[src/verilog/dcf_pkg.sv]
package dcf_pkg;
   // ==========================================================
   // configuration space addresses
   localparam logic [23:0] DCF_ADDR_BOOT  = 24'hf80000;
   localparam logic [23:0] DCF_ADDR_RSVD  = 24'hf80002;
   localparam logic [23:0] DCF_ADDR_GEN   = 24'hf80004;
   localparam logic [23:0] DCF_ADDR_OSEL  = 24'hf80006;
   localparam logic [23:0] DCF_ADDR_OOPT  = 24'hf80008;
   localparam logic [23:0] DCF_ADDR_WDT   = 24'hf8000a;
   localparam logic [23:0] DCF_ADDR_POR   = 24'hf8000c;
   localparam logic [23:0] DCF_ADDR_DBG   = 24'hf8000e;
   localparam logic [23:0] DCF_ADDR_CMP   = 24'hf80010;
   localparam int          DCF_NWORDS     = 9;
   // ==========================================================
   // implemented-bit masks; unimplemented bits read as zero
   localparam logic [7:0] DCF_MASK_BOOT = 8'h0f;
   localparam logic [7:0] DCF_MASK_GEN  = 8'h07;
   localparam logic [7:0] DCF_MASK_OSEL = 8'h87;
   localparam logic [7:0] DCF_MASK_OOPT = 8'hc7;
   localparam logic [7:0] DCF_MASK_WDT  = 8'hdf;
   localparam logic [7:0] DCF_MASK_POR  = 8'h67;
   localparam logic [7:0] DCF_MASK_DBG  = 8'he3;
   localparam logic [7:0] DCF_MASK_CMP  = 8'h3f;
   // ==========================================================
   // field positions
   localparam int DCF_BOOT_WRITE_PROTECT_BIT    = 0;
   localparam int DCF_BSS_LSB     = 1;
   localparam int DCF_GENERAL_WRITE_PROTECT_BIT    = 0;
   localparam int DCF_GSS_LSB     = 1;
   localparam int DCF_TWO_SPEED_STARTUP_BIT    = 7;
   localparam int DCF_NOSC_LSB    = 0;
   localparam int DCF_CKSM_LSB    = 6;
   localparam int DCF_OSCIO_BIT   = 2;
   localparam int DCF_PMD_LSB     = 0;
   localparam int DCF_WDEN_BIT    = 7;
   localparam int DCF_WIN_BIT     = 6;
   localparam int DCF_PRE_BIT     = 4;
   localparam int DCF_POST_LSB    = 0;
   localparam int DCF_QIO_BIT     = 6;
   localparam int DCF_SS_BIT      = 5;
   localparam int DCF_POWER_UP_DELAY_LSB    = 0;
   localparam int DCF_JTAG_BIT    = 5;
   localparam int DCF_ICS_LSB     = 0;
   localparam int DCF_POL1_BIT    = 5;
   localparam int DCF_HY1_LSB     = 3;
   localparam int DCF_POL0_BIT    = 2;
   localparam int DCF_HY0_LSB     = 0;
   // ==========================================================
   // boot segment end addresses
   localparam logic [23:0] DCF_BOOT_END_S = 24'h0003fe;
   localparam logic [23:0] DCF_BOOT_END_M = 24'h0007fe;
   localparam logic [23:0] DCF_BOOT_END_L = 24'h000ffe;
   // security levels
   localparam logic [1:0] DCF_SEC_NONE = 2'h0;
   localparam logic [1:0] DCF_SEC_STD  = 2'h1;
   localparam logic [1:0] DCF_SEC_HIGH = 2'h2;
   // oscillator source codes
   localparam logic [2:0] DCF_NOSC_FRC    = 3'h0;
   localparam logic [2:0] DCF_NOSC_FRCPLL = 3'h1;
   localparam logic [2:0] DCF_NOSC_PRI    = 3'h2;
   localparam logic [2:0] DCF_NOSC_PRIPLL = 3'h3;
   localparam logic [2:0] DCF_NOSC_SEC    = 3'h4;
   localparam logic [2:0] DCF_NOSC_LPRC   = 3'h5;
   localparam logic [2:0] DCF_NOSC_FRC16  = 3'h6;
   localparam logic [2:0] DCF_NOSC_FRCDIV = 3'h7;
   // primary oscillator modes
   localparam logic [1:0] DCF_PMD_EC  = 2'h0;
   localparam logic [1:0] DCF_PMD_XT  = 2'h1;
   localparam logic [1:0] DCF_PMD_HS  = 2'h2;
   localparam logic [1:0] DCF_PMD_OFF = 2'h3;
   // prescaler ratios
   localparam logic [7:0] DCF_PRE_128 = 8'h80;
   localparam logic [7:0] DCF_PRE_32  = 8'h20;
   // ==========================================================
   // timing
   localparam int DCF_CLK_MHZ      = 100;
   localparam int DCF_SETTLE_US    = 20;
   localparam int DCF_SETTLE_CYC   = DCF_SETTLE_US * DCF_CLK_MHZ;
   localparam int DCF_POWER_UP_DELAY_MIN_MS  = 2;
   localparam int DCF_FSCM_US      = 100;
   localparam int DCF_FSCM_CYC     = DCF_FSCM_US * DCF_CLK_MHZ;
   localparam int DCF_CNT_W        = 24;
endpackage : dcf_pkg

[src/verilog/dcf_config_loader.sv]
`timescale 1ns/1ps
module dcf_config_loader
   import dcf_pkg::*;
#(
   parameter int POWER_UP_DELAY_MIN_CYC = DCF_POWER_UP_DELAY_MIN_MS * 1000 * DCF_CLK_MHZ, // 2 ms unit
   parameter int FSCM_CYC     = DCF_FSCM_CYC,                         // fail-safe delay
   parameter int SETTLE_CYC   = DCF_SETTLE_CYC                        // regulator settle
)
(
   input  wire logic        sys_clk,
   input  wire logic        rst_n,
   // nonvolatile words, raw, one per configuration address except DCF_ADDR_RSVD
   input  wire logic [7:0]  nv_boot,
   input  wire logic [7:0]  nv_gen,
   input  wire logic [7:0]  nv_osel,
   input  wire logic [7:0]  nv_oopt,
   input  wire logic [7:0]  nv_wdt,
   input  wire logic [7:0]  nv_por,
   input  wire logic [7:0]  nv_dbg,
   input  wire logic [7:0]  nv_cmp,
   // supply, clock status and control events
   input  wire logic        brown_out,
   input  wire logic        power_resume,
   input  wire logic        osc_start_done,
   input  wire logic        pll_lock,
   input  wire logic        watchdog_soft_enable,
   input  wire logic        brown_out_flag_clr,
   // table read port
   input  wire logic        tbl_rd,
   input  wire logic [23:0] tbl_addr,
   output logic      [7:0]  tbl_rdata,
   // write qualification
   input  wire logic [23:0] flash_wr_addr,
   input  wire logic        flash_wr_req,
   output logic             flash_wr_allow,
   // decoded controls
   output logic      [23:0] boot_segment_end,
   output logic             boot_segment_present,
   output logic      [1:0]  boot_security,
   output logic      [1:0]  general_security,
   output logic             general_write_protect,
   output logic      [2:0]  initial_oscillator_select,
   output logic      [2:0]  active_clock_source,
   output logic             clock_switch_enable,
   output logic             failsafe_monitor_enable,
   output logic             osc_pin_clock_out,
   output logic      [1:0]  primary_osc_mode,
   output logic             watchdog_run,
   output logic             watchdog_window_mode,
   output logic      [7:0]  watchdog_prescale_ratio,
   output logic      [15:0] watchdog_postscale_ratio,
   output logic             jtag_enable,
   output logic      [2:0]  debug_pair_onehot,
   output logic             encoder_primary_pins,
   output logic             slave_select_alternate,
   output logic             even_hysteresis_polarity,
   output logic      [1:0]  even_hysteresis_amount,
   output logic             odd_hysteresis_polarity,
   output logic      [1:0]  odd_hysteresis_amount,
   output logic             clock_hold,
   output logic             core_reset,
   output logic             exec_enable,
   output logic             brown_out_flag
);
   initial
   begin
      if (POWER_UP_DELAY_MIN_CYC < 1 || FSCM_CYC < 1 || SETTLE_CYC < 8)
         $error("delay counts too small for this sequencer");
   end

   // ==========================================================
   // sequencer states
   typedef enum logic [3:0] {
      ST_SETTLE = 4'b0001,  // regulator settling
      ST_HOLD   = 4'b0010,  // clock and power-up delays
      ST_RUN    = 4'b0100,  // executing
      ST_LATCH  = 4'b1000   // capture fuses
   } dcf_state_t;

   typedef struct packed {
      dcf_state_t         st;
      logic [7:0]         boot, gen, osel, oopt, wdt, por, dbg, cmp;
      logic [DCF_CNT_W-1:0] settle_cnt;   // regulator settle counter
      logic [31:0]        power_up_delay_cnt;       // power-up delay counter
      logic               two_speed_done; // switched off fast RC
      logic               bor_flag;       // sticky brown-out status
      logic [7:0]         rdata;          // table read data
   } dcf_state_s_t;

   dcf_state_s_t s_q, s_d;

   // ==========================================================
   // fuse decode helpers
   function automatic logic [1:0] gss_level(input logic [1:0] f);
      gss_level = (f == 2'b11) ? DCF_SEC_NONE :
                  (f == 2'b10) ? DCF_SEC_STD  : DCF_SEC_HIGH;
   endfunction : gss_level

   function automatic logic uses_pll(input logic [2:0] n);
      uses_pll = (n == DCF_NOSC_PRIPLL) || (n == DCF_NOSC_FRCPLL);
   endfunction : uses_pll

   function automatic logic uses_pri(input logic [2:0] n);
      uses_pri = (n == DCF_NOSC_PRI) || (n == DCF_NOSC_PRIPLL);
   endfunction : uses_pri

   // power-up delay in cycles: code 1 is base, doubles per step
   function automatic logic [31:0] power_up_delay_cycles(input logic [2:0] c);
      power_up_delay_cycles = (c == 3'h0) ? 32'h0 :
                    32'(POWER_UP_DELAY_MIN_CYC) << (c - 3'h1);
   endfunction : power_up_delay_cycles

   // ==========================================================
   // field views of the latched words
   logic [2:0] bss, nosc;
   logic [1:0] pmd;
   logic       crystal, pll, pri;
   logic        hold_clk, power_up_delay_done;  // clock hold and power-up delay terms
   logic [31:0] power_up_delay_target;          // power-up delay target in cycles
   assign bss     = s_q.boot[DCF_BSS_LSB +: 3];
   assign nosc    = s_q.osel[DCF_NOSC_LSB +: 3];
   assign pmd     = s_q.oopt[DCF_PMD_LSB +: 2];
   assign pri     = uses_pri(nosc);
   assign pll     = uses_pll(nosc);
   assign crystal = pri && (pmd == DCF_PMD_XT || pmd == DCF_PMD_HS);

   // ==========================================================
   // next-state logic
   always_comb
   begin
      s_d = s_q;
      // reset latch: capture all words in the first cycle after reset is released
      if (s_q.st == ST_LATCH)
      begin
         s_d.boot = nv_boot & DCF_MASK_BOOT;
         s_d.gen  = nv_gen  & DCF_MASK_GEN;
         s_d.osel = nv_osel & DCF_MASK_OSEL;
         s_d.oopt = nv_oopt & DCF_MASK_OOPT;
         s_d.wdt  = nv_wdt  & DCF_MASK_WDT;
         s_d.por  = nv_por  & DCF_MASK_POR;
         s_d.dbg  = nv_dbg  & DCF_MASK_DBG;
         s_d.cmp  = nv_cmp  & DCF_MASK_CMP;
         s_d.st   = ST_SETTLE;
         s_d.settle_cnt = '0;
      end
      unique case (s_q.st)
         ST_LATCH: ;
         ST_SETTLE:
         begin
            if (s_q.settle_cnt >= DCF_CNT_W'(SETTLE_CYC - 1))
            begin
               s_d.st = ST_HOLD;
               s_d.power_up_delay_cnt = '0;
            end
            else
               s_d.settle_cnt = s_q.settle_cnt + 1'b1;
         end
         ST_HOLD:
         begin
            if (!hold_clk && power_up_delay_done)
               s_d.st = ST_RUN;
            if (!power_up_delay_done)
               s_d.power_up_delay_cnt = s_q.power_up_delay_cnt + 32'h1;
         end
         ST_RUN: ;
      endcase
      // two-speed start hands over once selected source is ready
      if (s_q.st != ST_LATCH && !hold_clk)
         s_d.two_speed_done = 1'b1;
      // table read, only configuration space answers
      s_d.rdata = 8'h00;
      if (tbl_rd)
      begin
         unique case (tbl_addr)
            DCF_ADDR_BOOT: s_d.rdata = s_q.boot;
            DCF_ADDR_GEN:  s_d.rdata = s_q.gen;
            DCF_ADDR_OSEL: s_d.rdata = s_q.osel;
            DCF_ADDR_OOPT: s_d.rdata = s_q.oopt;
            DCF_ADDR_WDT:  s_d.rdata = s_q.wdt;
            DCF_ADDR_POR:  s_d.rdata = s_q.por;
            DCF_ADDR_DBG:  s_d.rdata = s_q.dbg;
            DCF_ADDR_CMP:  s_d.rdata = s_q.cmp;
            default:       s_d.rdata = 8'h00;
         endcase
      end
      // sticky brown-out flag, set wins over clear
      if (brown_out_flag_clr)
         s_d.bor_flag = 1'b0;
      if (brown_out)
         s_d.bor_flag = 1'b1;
      // brown-out or resume restarts the sequence
      if (brown_out || power_resume)
      begin
         s_d.st = ST_SETTLE;
         s_d.settle_cnt = '0;
         s_d.two_speed_done = 1'b0;
      end
   end

   // hold and delay terms
   always_comb
   begin
      // oscillator start-up, then pll lock where used
      hold_clk = (pri && pmd != DCF_PMD_EC && !osc_start_done) || (pll && !pll_lock);
      power_up_delay_target = power_up_delay_cycles(s_q.por[DCF_POWER_UP_DELAY_LSB +: 3]);
      if (power_up_delay_target == 32'h0 && crystal)
         power_up_delay_target = 32'(FSCM_CYC);
      power_up_delay_done = (s_q.power_up_delay_cnt >= power_up_delay_target);
   end

   // ==========================================================
   // state register, synchronous reset
   always_ff @(posedge sys_clk)
   begin
      if (!rst_n)
      begin
         s_q <= '0;
         s_q.st <= ST_LATCH;
         s_q.boot <= 8'hff;   // unprogrammed reads 1
         s_q.rdata <= 8'h00;
      end
      else
         s_q <= s_d;
   end

   // ==========================================================
   // decoded outputs
   always_comb
   begin
      boot_segment_present = (bss[1:0] != 2'b11);
      boot_security = !boot_segment_present ? DCF_SEC_NONE :
                      (bss[2] ? DCF_SEC_STD : DCF_SEC_HIGH);
      unique case (bss[1:0])
         2'b10:   boot_segment_end = DCF_BOOT_END_S;
         2'b01:   boot_segment_end = DCF_BOOT_END_M;
         2'b00:   boot_segment_end = DCF_BOOT_END_L;
         default: boot_segment_end = 24'h000000;
      endcase
      general_security      = gss_level(s_q.gen[DCF_GSS_LSB +: 2]);
      general_write_protect = !s_q.gen[DCF_GENERAL_WRITE_PROTECT_BIT];
      // write gate: boot region by its bit, rest by general bit
      if (boot_segment_present && flash_wr_addr <= boot_segment_end)
         flash_wr_allow = flash_wr_req && s_q.boot[DCF_BOOT_WRITE_PROTECT_BIT];
      else
         flash_wr_allow = flash_wr_req && s_q.gen[DCF_GENERAL_WRITE_PROTECT_BIT];
      initial_oscillator_select = nosc;
      active_clock_source = (s_q.osel[DCF_TWO_SPEED_STARTUP_BIT] && !s_q.two_speed_done)
                            ? DCF_NOSC_FRC : nosc;
      clock_switch_enable     = !s_q.oopt[DCF_CKSM_LSB + 1];
      failsafe_monitor_enable = (s_q.oopt[DCF_CKSM_LSB +: 2] == 2'b00);
      // crystal modes own the pin whatever source is selected
      osc_pin_clock_out = s_q.oopt[DCF_OSCIO_BIT] &&
                          !(pmd == DCF_PMD_XT || pmd == DCF_PMD_HS);
      primary_osc_mode  = pmd;
      watchdog_run = s_q.wdt[DCF_WDEN_BIT] || watchdog_soft_enable;
      watchdog_window_mode    = !s_q.wdt[DCF_WIN_BIT];
      watchdog_prescale_ratio = s_q.wdt[DCF_PRE_BIT] ? DCF_PRE_128 : DCF_PRE_32;
      watchdog_postscale_ratio = 16'h1 << s_q.wdt[DCF_POST_LSB +: 4];
      jtag_enable = s_q.dbg[DCF_JTAG_BIT];
      unique case (s_q.dbg[DCF_ICS_LSB +: 2])
         2'b11:   debug_pair_onehot = 3'b001;
         2'b10:   debug_pair_onehot = 3'b010;
         2'b01:   debug_pair_onehot = 3'b100;
         default: debug_pair_onehot = 3'b000;
      endcase
      encoder_primary_pins   = s_q.por[DCF_QIO_BIT];
      slave_select_alternate = s_q.por[DCF_SS_BIT];
      even_hysteresis_polarity = s_q.cmp[DCF_POL0_BIT];
      even_hysteresis_amount   = s_q.cmp[DCF_HY0_LSB +: 2];
      odd_hysteresis_polarity  = s_q.cmp[DCF_POL1_BIT];
      odd_hysteresis_amount    = s_q.cmp[DCF_HY1_LSB +: 2];
      clock_hold  = (s_q.st != ST_RUN) && hold_clk;
      core_reset  = (s_q.st != ST_RUN);
      exec_enable = (s_q.st == ST_RUN);
      brown_out_flag = s_q.bor_flag;
   end
   assign tbl_rdata = s_q.rdata;

   // ==========================================================
   // checks
   a_bor_flag_set: assert property (@(posedge sys_clk) disable iff (!rst_n)
      brown_out |=> brown_out_flag) else $error("brown-out flag not set");
   a_bor_resets: assert property (@(posedge sys_clk) disable iff (!rst_n)
      brown_out |=> core_reset) else $error("brown-out gave no reset");
   a_settle_hold: assert property (@(posedge sys_clk) disable iff (!rst_n)
      power_resume |=> !exec_enable [*8]) else $error("ran during settle");
   a_boot_wr_block: assert property (@(posedge sys_clk) disable iff (!rst_n)
      (boot_segment_present && flash_wr_addr <= boot_segment_end && !s_q.boot[0])
      |-> !flash_wr_allow) else $error("boot write not blocked");
   a_wdt_forced: assert property (@(posedge sys_clk) disable iff (!rst_n)
      s_q.wdt[DCF_WDEN_BIT] |-> watchdog_run) else $error("watchdog not forced");
   a_pll_hold: assert property (@(posedge sys_clk) disable iff (!rst_n)
      (pll && !pll_lock && s_q.st == ST_HOLD) |=> !exec_enable)
      else $error("ran without lock");
   a_fuse_stable: assert property (@(posedge sys_clk) disable iff (!rst_n)
      (s_q.st == ST_RUN) |=> $stable(s_q.wdt)) else $error("fuses changed");
   a_cksm_mon: assert property (@(posedge sys_clk) disable iff (!rst_n)
      failsafe_monitor_enable |-> clock_switch_enable) else $error("monitor alone");
endmodule : dcf_config_loader

[config.mk]
export PLATFORM = sky130hd
export DESIGN_NAME = dcf_config_loader
export DESIGN_NICKNAME = d
export VERILOG_FILES = /design/src/verilog/dcf_pkg.sv /design/src/verilog/dcf_config_loader.sv
export SDC_FILE = /design/constraint.sdc
export NUM_CORES = 1
export LEC_CHECK = 0
export BUFFER_PORTS_ARGS = -buffer_cell sky130_fd_sc_hd__buf_4
export CORE_UTILIZATION = 40
export DETAILED_ROUTE_END_ITERATION = 16
export PLACE_DENSITY = 0.72
export SLEW_MARGIN = 20
export SYNTH_ARGS = -nofsm -noshare
export SYNTH_HDL_FRONTEND = slang
export SYNTH_SLANG_ARGS = --single-unit
[constraint.sdc]
create_clock -name sys_clk -period 5.9 [get_ports sys_clk]
set_input_delay 1.18 -clock sys_clk [delete_from_list [all_inputs] [get_ports sys_clk]]
set_output_delay 1.18 -clock sys_clk [all_outputs]
set_load 0.01 [all_outputs]
==> impl_metrics.json, run 1 <==
{
  "ctsResizeCount": 0,
  "grt_pass1_wl_um": 25900,
  "ys_top_cells_by_count": "nand2_1 (146), dfxtp_1 (110), buf_4 (48)",
  "rr_endpoint": "s_q[29]",
  "finalClockSkew_ns": 0.0140,
  "drtIter0Drc": 330,
  "drc": 0,
  "ios": 214,
  "p_per_area_nw_per_um2": 212,
  "tritoncts": "done",
  "holdPathEnd": "s_q[128]",
  "die_x_um": 131,
  "worstReg2RegStart": "s_q[82]",
  "clk_pin_slew_ns": 0.07,
  "hold-path-cell-count": 2,
  "cp-end-kind": "flip-flop",
  "cts_buffers": 9,
  "clkSinkCount": 110,
  "final-hold-violation-count": 0,
  "slew_headroom_pct": 34.2,
  "synth-seq-area-share_pct": 33.3,
  "p_leak_uw": 0.00346,
  "regToRegSetupSlack_ns": 1.03,
  "crit_fanout": 46,
  "netlist_top_cells_area": "dfxtp_1 (33%), nand2_1 (8.3%), ha_1 (7.9%)",
  "die-area_um2": 17100,
  "fillerInstances": 1546,
  "min_from": "s_q[128]",
  "setup_viol": 0,
  "drive_gt1_share_pct": 23.9,
  "use_met1_pct": 24.4,
  "crit_slowest_cell": "nand4_4",
  "whs_ns": 0.439,
  "grt_pass1_vias": 5194,
  "num_rows": 46,
  "postCtsHoldBufs": 0,
  "peakVddDrop_mv": 0.138,
  "critical_path.max_stage_delay_ns": 0.56,
  "cp_top_family": "adder cells",
  "antenna_found_initial": 0,
  "ant_nets": 0,
  "synth_top_area_share_pct": 33.3,
  "clock_path_buffers": 2,
  "grt_max_degree": 75,
  "synthCells": 797,
  "coreArea_um2": 16000,
  "synthToLayoutAreaGrowth_pct": 20.7,
  "final_nets": 1070,
  "worstSetupPathType": "reg2reg",
  "wl_per_cell_um": 15.2,
  "use_met3_pct": 2.73,
  "cp.arrival_ns": 5.12,
  "gp_congestion": 0.894,
  "routed_wl_um": 17100,
  "grt_use_met2_pct": 34.3,
  "yosysMostFrequentCell": "nand2_1",
  "yosysTopAreaCell": "dfxtp_1",
  "cpMostUsedCell": "ha_1",
  "port_buffers": 169,
  "synth_edf_count": 0,
  "grt_use_total_pct": 19.5,
  "finalCritPeriodShare_pct": 82.6,
  "cap_violations": 0,
  "final.min_clock_period_ns": 4.87,
  "htreeDepth": 3,
  "via_per_inst": 5.28,
  "worst_ep_required_time_ns": 6.14,
  "ys_seq_elements": 110,
  "overflow": 0,
  "synth.distinct_cells": 62,
  "die_y_um": 131,
  "finalSetupTns_ns": 0,
  "crit_buf_inv": 2,
  "r2r_cells": 16,
  "tightest_slew_ns": 0.987,
  "start_util_pct": 41.4,
  "synthArstFlopShare_pct": 0,
  "hold_class": "reg2reg",
  "cts-root-buf": "clkbuf_16",
  "dr.pass1.iters": 4,
  "dp_slack_ns": 1.07,
  "vias": 5947,
  "clkLatencyLatePin_ns": 0.36,
  "synth_area_um2": 6620,
  "synth_area_per_cell_um2": 8.30,
  "p_total_uw": 1690,
  "path_cells": "inv_1, ha_1, ha_1, inv_1, ha_1, a31oi_1, and4b_1, nor2_1, nand2_1, ha_1, a21oi_1, o21ai_0, a221oi_2, nand4_4, a21oi_1, mux2_2",
  "hpwl_um": 12700,
  "drv_slew": 0,
  "busiest_layer": "met2",
  "critPathLaunchType": "flip-flop",
  "setup_slack_ns": 1.03,
  "status": "finished, final reports clean",
  "rsz0062_at_grt": "false",
  "fmax_mhz": 205,
  "n_antenna_cell": 0,
  "post-cts-setup-buffer-count": 0,
  "yosys_warnings": 0,
  "synth_ff_type": "dfxtp_1"
}
## metal layers
layer | part of all wire, % | vias up
met2 | 49 | 164
met4 | 1.3 | 0
li1 | - | 2990
met3 | 5.2 | 14
met1 | 44 | 2779
met5 | 0 | -
## cells by family (layout without fill, tap and decap cells)
kind of cell	Yosys count	count (layout)	synth area share (%)
and+or+nand+nor	347	347	26.7
AOI/OAI and AO/OA	153	153	17.4
buffers and inverters	118	214	10.1
DFF	110	110	33.3
adders and majority gates	42	42	7.94
muxes	17	17	3.31
xor gates and xnor gates	9	9	1.19
other	1	19	0.0567
## report_power, final
group | switching [uW] | total [uW] | internal [uW]
registers | 22.9 | 783 | 760
clock network | 283 | 627 | 344
logic | 149 | 285 | 136
## cells in the final DEF, fill, tap and decap left out, drive strengths merged, types with 12 or more instances in the layout
cell type and n:
o21ai 14, nor4 16, conb 19, buf 172, and2 14, nand4 21, nand3 21, dfxtp 110
nand2 147, and3 35, o2111ai 15, a21oi 30, nor2 45, a21boi 38, nor3 12, ha 42
a2111o 18, inv 29
## through the flow
stage	utilization, %	cell area, um2	std cells
2_1_floorplan	-	6690	815
3_3_place_gp	48.0	7680	1111
3_5_place_dp	48.0	7680	1111
4_1_cts	49.9	7990	1127
5_1_grt	49.9	7990	1127
6_report	49.9	7990	1127
## worst register-to-register path, cell delays in order (launching register included)
cell and delay [ns]:
dfxtp_1 0.49, inv_1 0.20, ha_1 0.26, ha_1 0.38, inv_1 0.13, ha_1 0.32
a31oi_1 0.13, and4b_1 0.27, nor2_1 0.22, nand2_1 0.10, ha_1 0.31, a21oi_1 0.12
o21ai_0 0.12, a221oi_2 0.40, nand4_4 0.56, a21oi_1 0.40, mux2_2 0.36
## how the worst max path moves through the flow
stage	cells after the start	endpoint	slack (ns)	from
after floorplan	17	s_q[23]	2.07	s_q[82]
after global routing	16	s_q[29]	0.71	s_q[82]
after global placement	16	s_q[29]	1.21	s_q[82]
after detailed placement	16	s_q[29]	1.07	s_q[83]
final	16	s_q[29]	1.03	s_q[82]
after CTS	16	s_q[29]	1.08	s_q[83]
## cell type report
class | instances | area, um2 | share of cell area [%]
repair buffers | 172 | 1290 | 16.2
multi-input cells | 587 | 3820 | 47.8
well taps | 216 | 270 | 3.38
clock buffers | 10 | 239 | 2.99
inverters | 26 | 97.6 | 1.22
flip-flops and latches | 110 | 2200 | 27.6
clock inverters | 6 | 66.3 | 0.830
## registers in the layout (all words and copies together), names as in the netlist
| register | cells |
|---|---|
| tbl_rdata | 8 |
| slave_select_alternate | 1 |
| initial_oscillator_select | 3 |
| odd_hysteresis_polarity | 1 |
| primary_osc_mode | 2 |
| even_hysteresis_amount | 2 |
| jtag_enable | 1 |
| encoder_primary_pins | 1 |
| brown_out_flag | 1 |
| bss | 3 |
| s_q | 84 |
| odd_hysteresis_amount | 2 |
| even_hysteresis_polarity | 1 |
(Power assumes the default switching activity.)
==> inputs of run 2 (changes only) <==
--- a/config.mk
+++ b/config.mk
@@ -8,7 +8,7 @@
 export BUFFER_PORTS_ARGS = -buffer_cell sky130_fd_sc_hd__buf_4
 export CORE_UTILIZATION = 40
 export DETAILED_ROUTE_END_ITERATION = 16
-export PLACE_DENSITY = 0.72
+export PLACE_DENSITY = 0.75
 export SLEW_MARGIN = 20
 export SYNTH_ARGS = -nofsm -noshare
 export SYNTH_HDL_FRONTEND = slang
==> constraint.sdc (replaced) <==
create_clock -name sys_clk -period 4.3 [get_ports sys_clk]
set_input_delay 0.86 -clock sys_clk [delete_from_list [all_inputs] [get_ports sys_clk]]
set_output_delay 0.86 -clock sys_clk [all_outputs]
set_load 0.01 [all_outputs]
==> run 2 against run 1 <==
First-iteration DRC count down 1.2%. Wire length fell by 1.3%. Clock power increased by 39%. Count of clock-buffer cells in the layout shrank 1. Worst hold slack got worse by 0.00094 ns. Cell count rose by 0.89%. Sequential power grew 37%. Design area rose by 1.2%. Combinational power rose by 40%. Largest cell class unchanged. Highest routed layer unchanged.
==> impl_metrics.json, run 2 (synthesis results as in run 1) <==
{
  "hold-path-cell-count": 2,
  "gp_congestion": 0.851,
  "hpwl_um": 12600,
  "busiest_layer": "met2",
  "finalCritPeriodShare_pct": 94.6,
  "port_buffers": 169,
  "layout_common_cells": "buf_4 (181), nand2_1 (146), dfxtp_1 (110)",
  "drc": 0,
  "ctsResizeCount": 0,
  "grt_use_met2_pct": 35.5,
  "drv_slew": 0,
  "final-hold-violation-count": 0,
  "tightest_slew_ns": 0.957,
  "fmax_mhz": 246,
  "finalSetupTns_ns": 0,
  "via_per_inst": 5.24,
  "hold_class": "reg2reg",
  "regMostFlops": "s_q",
  "holdPathEnd": "s_q[128]",
  "die_x_um": 131,
  "htreeDepth": 3,
  "slew_headroom_pct": 36.2,
  "crit_fanout": 28,
  "clk_pin_slew_ns": 0.07,
  "clkSinkCount": 110,
  "final_nets": 1080,
  "p_sw_share_pct": 27.3,
  "setup_viol": 0,
  "cp.arrival_ns": 4.36,
  "cp_top_family": "compound AO/OA/AOI/OAI gates",
  "clkLatencyLatePin_ns": 0.36,
  "regToRegSetupSlack_ns": 0.23,
  "use_met3_pct": 2.77,
  "worstSetupPathType": "reg2reg",
  "n_antenna_cell": 0,
  "grt_pass1_wl_um": 26100,
  "ios": 214,
  "overflow": 0,
  "critPathLaunchType": "flip-flop",
  "finalClockSkew_ns": 0.0103,
  "clock_path_buffers": 2,
  "final_common_cell": "buf_4",
  "peakVddDrop_mv": 0.188,
  "status": "finished, final reports clean",
  "critical_path.max_stage_delay_ns": 0.42,
  "drive_gt1_share_pct": 24.8,
  "die-area_um2": 17100,
  "layoutNonFillerInstCount": 1137,
  "worstReg2RegStart": "s_q[83]",
  "cts_buffers": 9,
  "vias": 5961,
  "rsz0062_at_grt": "false",
  "synthToLayoutAreaGrowth_pct": 22.1,
  "die_y_um": 131,
  "cp-end-kind": "flip-flop",
  "rr_endpoint": "s_q[18]",
  "tritoncts": "done",
  "p_total_uw": 2340,
  "antenna_found_initial": 0,
  "ant_nets": 0,
  "use_met1_pct": 23.5,
  "cts-root-buf": "clkbuf_16",
  "drtIter0Drc": 326,
  "combPwrFrac_pct": 17.1,
  "final.min_clock_period_ns": 4.07,
  "dr.pass1.iters": 5,
  "crit_buf_inv": 3,
  "cap_violations": 0,
  "p_per_area_nw_per_um2": 290,
  "cellInternalPower_uw": 1700,
  "grt_pass1_vias": 5323,
  "wl_per_cell_um": 14.9,
  "grt_max_degree": 57,
  "switchingPower_uw": 640,
  "dp_cells": 1119,
  "seq_power_share_pct": 45.7,
  "routed_wl_um": 16900,
  "path_cells": "inv_1, ha_1, ha_1, inv_1, ha_1, a31oi_1, and4b_1, nor2_1, nand2_1, ha_1, a21oi_1, o21ai_0, a221oi_2, nand4_4, buf_12, a2111o_1, nand2_1",
  "r2r_cells": 17,
  "fillerInstances": 1541,
  "grt_use_total_pct": 19.5,
  "worst_ep_required_time_ns": 4.59,
  "largest_reg_flops": 84,
  "num_rows": 46,
  "clkPwrFrac_pct": 37.2,
  "cpMostUsedCell": "ha_1",
  "coreArea_um2": 16000,
  "start_util_pct": 41.4,
  "crit_slowest_cell": "a221oi_2",
  "min_from": "s_q[128]",
  "p_leak_uw": 0.00351
}
run 2: cell count changes in the layout (fill, tap and decap cells not counted), sizes merged:
cell	previous run	this run
inv	29	31
buf	172	182
clkinv	2	1
clkbuf	10	9
run 2: cell type report:
cell class	instances	area (um2)	share of cell area (%)
repair buffers	182	1380	17.1
inverters	26	97.6	1.21
multi-input cells	587	3820	47.3
clock buffers	9	225	2.79
clock inverters	7	85.1	1.05
well taps	216	270	3.34
flip-flops and latches	110	2200	27.2
run 2: through the flow:
step | utilization (%) | setup WS, ns | hold WS (ns) | cell area, um2
final | 50.5 | 0.232 | 0.438 | 8080
after global routing | 50.5 | 0.00802 | 0.488 | 8080
after CTS | 50.4 | 0.143 | 0.440 | 8070
after detailed placement | 48.5 | 0.189 | 0.428 | 7760
after global placement | 48.5 | 0.313 | 0.427 | 7760
after floorplan | - | 0.468 | 0.416 | 6690
run 2: what timing repair did:
action                                  4_1_cts  5_1_grt
endpoints found under the setup margin        0       14
setup buffers                                 0        2
hold buffers                                  0        0
run 2: worst max-delay path by stage:
stage / from / endpoint / slack, ns / cells past startpoint
floorplan: s_q[82] / s_q[23] / 0.47 / 17
global placement: s_q[83] / s_q[15] / 0.31 / 17
global route: s_q[83] / s_q[22] / 0.008 / 17
detailed placement: s_q[83] / s_q[15] / 0.19 / 17
finish: s_q[83] / s_q[18] / 0.23 / 17
CTS: s_q[83] / s_q[15] / 0.14 / 17
run 2: per-layer routing:
layer,share of wire [%],vias to the layer above
met4,1.8,0
met5,0,-
met1,43,2773
met2,51,164
met3,4.9,18
li1,-,3006
run 2: worst min-delay path, stage by stage (launching register included):
cell     delay (ns)
dfxtp_1        0.31
nand2_1        0.05
nand2_1        0.04
run 2: power by group through the flow:
stage | logic (uW) | registers, uW | clock network [uW]
after floorplan | 255 | 1080 | 0
after global placement | 395 | 1090 | 0
after detailed placement | 400 | 1090 | 0
after CTS | 402 | 1070 | 892
after global routing | 450 | 1070 | 927
final | 400 | 1070 | 871
==> inputs of run 3 (changes only) <==
--- a/config.mk
+++ b/config.mk
@@ -5,10 +5,12 @@
 export SDC_FILE = /design/constraint.sdc
 export NUM_CORES = 1
 export LEC_CHECK = 0
+export ABC_AREA = 1
 export BUFFER_PORTS_ARGS = -buffer_cell sky130_fd_sc_hd__buf_4
 export CORE_UTILIZATION = 40
 export DETAILED_ROUTE_END_ITERATION = 16
-export PLACE_DENSITY = 0.75
+export GPL_TIMING_DRIVEN = 0
+export PLACE_DENSITY = 0.74
 export SLEW_MARGIN = 20
 export SYNTH_ARGS = -nofsm -noshare
 export SYNTH_HDL_FRONTEND = slang
==> run 3 against run 2 <==
Global-route usage rose by 2.6 points. Utilization rose by 1.5 points. Critical endpoint is now s_q[24]. Sequential power barely moved. Fmax rose by 2.1%. Synthesized cell count rose by 32%. Highest routed layer unchanged. Worst hold slack got worse by 0.0038 ns. Sequential share of layout area fell by 2.7 points. Critical path type unchanged. Largest power group unchanged. Register-to-register slack improved by 0.09 ns.
==> impl_metrics.json, run 3 <==
{
  "synthToLayoutAreaGrowth_pct": 26.9,
  "worst_ep_required_time_ns": 4.59,
  "dp_slack_ns": 0.210,
  "netlist_top_cells_area": "dfxtp_1 (31%), nand2_1 (11%), nor2_1 (9.7%)",
  "final_common_cell": "buf_4",
  "cp-end-kind": "flip-flop",
  "gp_congestion": 0.927,
  "synthAdderAreaFrac_pct": 7.42,
  "setup_viol": 0,
  "die_x_um": 135,
  "synth_edf_count": 0,
  "clock_path_buffers": 2,
  "drive_gt1_share_pct": 23.5,
  "final_core_util_pct": 52.0,
  "status": "finished, final reports clean",
  "vias": 7336,
  "grt_max_degree": 21,
  "synth_compound_area_share_pct": 10.7,
  "ys_top_cells_by_count": "nand2_1 (212), nor2_1 (183), dfxtp_1 (110)",
  "synth-simple-area-share_pct": 36.2,
  "synth_area_um2": 7080,
  "antenna_found_initial": 0,
  "ctsResizeCount": 0,
  "drc": 0,
  "synth.distinct_cells": 45,
  "cts_buffers": 9,
  "ios": 214,
  "synth.area.mux_share_pct": 0,
  "start_util_pct": 41.0,
  "yosysTopAreaCell": "dfxtp_1",
  "p_per_area_nw_per_um2": 270,
  "drv_slew": 0,
  "cts-root-buf": "clkbuf_16",
  "tritoncts": "done",
  "layout_common_cells": "buf_4 (217), nand2_1 (212), nor2_1 (183)",
  "finalClockSkew_ns": 0.0120,
  "via_per_inst": 4.97,
  "cap_violations": 0,
  "crit_slowest_cell": "dfxtp_2",
  "drtIter0Drc": 536,
  "path_cells": "inv_1, ha_1, ha_1, inv_2, ha_1, or2_1, nand3_1, nor3_2, nor2_1, nand3b_1, ha_1, nand2_1, nor2_1, and2_1, nand2_1, nand3_1, nand2_2, nand2_4, nand2_4, buf_4, nand3_1, a21oi_1",
  "die_y_um": 135,
  "ant_nets": 0,
  "final-hold-violation-count": 0,
  "synth_ff_type": "dfxtp_1",
  "post-cts-setup-buffer-count": 0,
  "worstSetupPathType": "reg2reg",
  "grt_pass1_wl_um": 31900,
  "yosysMostFrequentCell": "nand2_1",
  "final.min_clock_period_ns": 3.98,
  "cpMostUsedCell": "ha_1",
  "fillerInstances": 1726,
  "finalSetupTns_ns": 0,
  "critPathLaunchType": "flip-flop",
  "synth_area_per_cell_um2": 6.75,
  "dr.pass1.iters": 5,
  "wl_per_cell_um": 13.9,
  "final_nets": 1410,
  "num_rows": 48,
  "clkSinkCount": 110,
  "yosys_warnings": 0,
  "peakVddDrop_mv": 0.224,
  "hold_class": "reg2reg",
  "clkLatencyLatePin_ns": 0.37,
  "ys_seq_elements": 110,
  "postCtsHoldBufs": 0,
  "n_antenna_cell": 0,
  "whs_ns": 0.434,
  "crit_fanout": 10,
  "slew_headroom_pct": 60.6,
  "synth_top_area_share_pct": 31.1,
  "hpwl_um": 16300,
  "coreArea_um2": 17300,
  "tightest_slew_ns": 0.589,
  "clk_pin_slew_ns": 0.08,
  "overflow": 0,
  "cp.arrival_ns": 4.28,
  "setup_slack_ns": 0.318,
  "synth_top_family_by_area": "simple AND/OR/NAND/NOR gates",
  "grt_use_total_pct": 22.2,
  "synth-xor-area-share_pct": 1.73,
  "finalCritPeriodShare_pct": 92.6,
  "synthCells": 1049,
  "rsz0062_at_grt": "false",
  "p_total_uw": 2430,
  "synthArstFlopShare_pct": 0,
  "die-area_um2": 18200,
  "critical_path.max_stage_delay_ns": 0.43,
  "grt_pass1_vias": 6472,
  "regMostFlops": "s_q",
  "htreeDepth": 3,
  "synth-seq-area-share_pct": 31.1,
  "routed_wl_um": 20500,
  "p_leak_uw": 0.00396,
  "fmax_mhz": 251,
  "largest_reg_flops": 84,
  "port_buffers": 168
}
==> run 3: cell types whose count changed in the layout (fill, tap and decap cells not counted), moves of 14 or more <==
cell / change
nor2_1: +138
nand3_1: +68
nand2_1: +66
inv_1: +65
a21oi_1: +43
a21boi_0: -38
o21ai_0: +38
buf_4: +36
and3_1: -33
a2111o_1: -18
o2111ai_1: -15
clkbuf_1: +14
==> run 3: critical path: cells and delay by family (launching register included) <==
family	cells	cell delay [ns]
DFF	1	0.43
and+or+nand+nor	14	1.72
AOI/OAI and AO/OA	1	0.15
buffers and inverters	3	0.47
adders and majority gates	4	1.14
==> run 3: cells by family (layout without fill, tap and decap cells) <==
kind of cell | after synthesis | in the layout
compound gates | 141 | 141
xor+xnor | 14 | 14
fa+ha+maj | 42 | 42
buf+inv | 178 | 362
flops | 110 | 110
other cells | 1 | 19
simple gates | 563 | 563
==> run 3: cell type report <==
class | instances | area (um2) | area share [%]
multi-input combinational | 779 | 4040 | 45.0
timing repair buffer | 168 | 1260 | 14.0
inverter | 102 | 385 | 4.29
clock inverter | 7 | 67.6 | 0.752
buffer | 76 | 520 | 5.79
clock buffer | 9 | 225 | 2.51
tap | 225 | 282 | 3.13
sequential | 110 | 2200 | 24.5
==> run 3: through the flow <==
stage,std cells,area [um2]
after detailed placement,1460,8690
after floorplan,1067,7150
after CTS,1476,8990
after global placement,1460,8690
final,1476,8990
after global routing,1476,8990
==> run 3: final timing paths <==
kind | startpoint | to | slack, ns | depth (start not counted)
worst min-delay path | s_q[64] | s_q[64] | 0.43 | 2
worst min register to register | s_q[64] | s_q[64] | 0.43 | 2
worst max-delay path | s_q[82] | s_q[24] | 0.32 | 22
worst max register to register | s_q[82] | s_q[24] | 0.32 | 22
==> run 3: report_power, final <==
part / internal (uW) / switching [uW] / leakage, uW / total [uW]
registers: 1050 / 30.5 / 0.000896 / 1080
clock network: 407 / 435 / 0.000138 / 842
logic: 232 / 271 / 0.00293 / 503
total: 1690 / 737 / 0.00396 / 2430
==> run 3: routing by layer <==
layer | routed length [um] | share of wire, % | vias to the layer above | GRT usage (%)
met5 | 0 | 0 | - | 0
met1 | 9160 | 45 | 3335 | 28.8
met3 | 1190 | 5.8 | 29 | 3.08
li1 | - | - | 3735 | -
met4 | 397 | 1.9 | 0 | 8.30
met2 | 9730 | 48 | 237 | 37.2
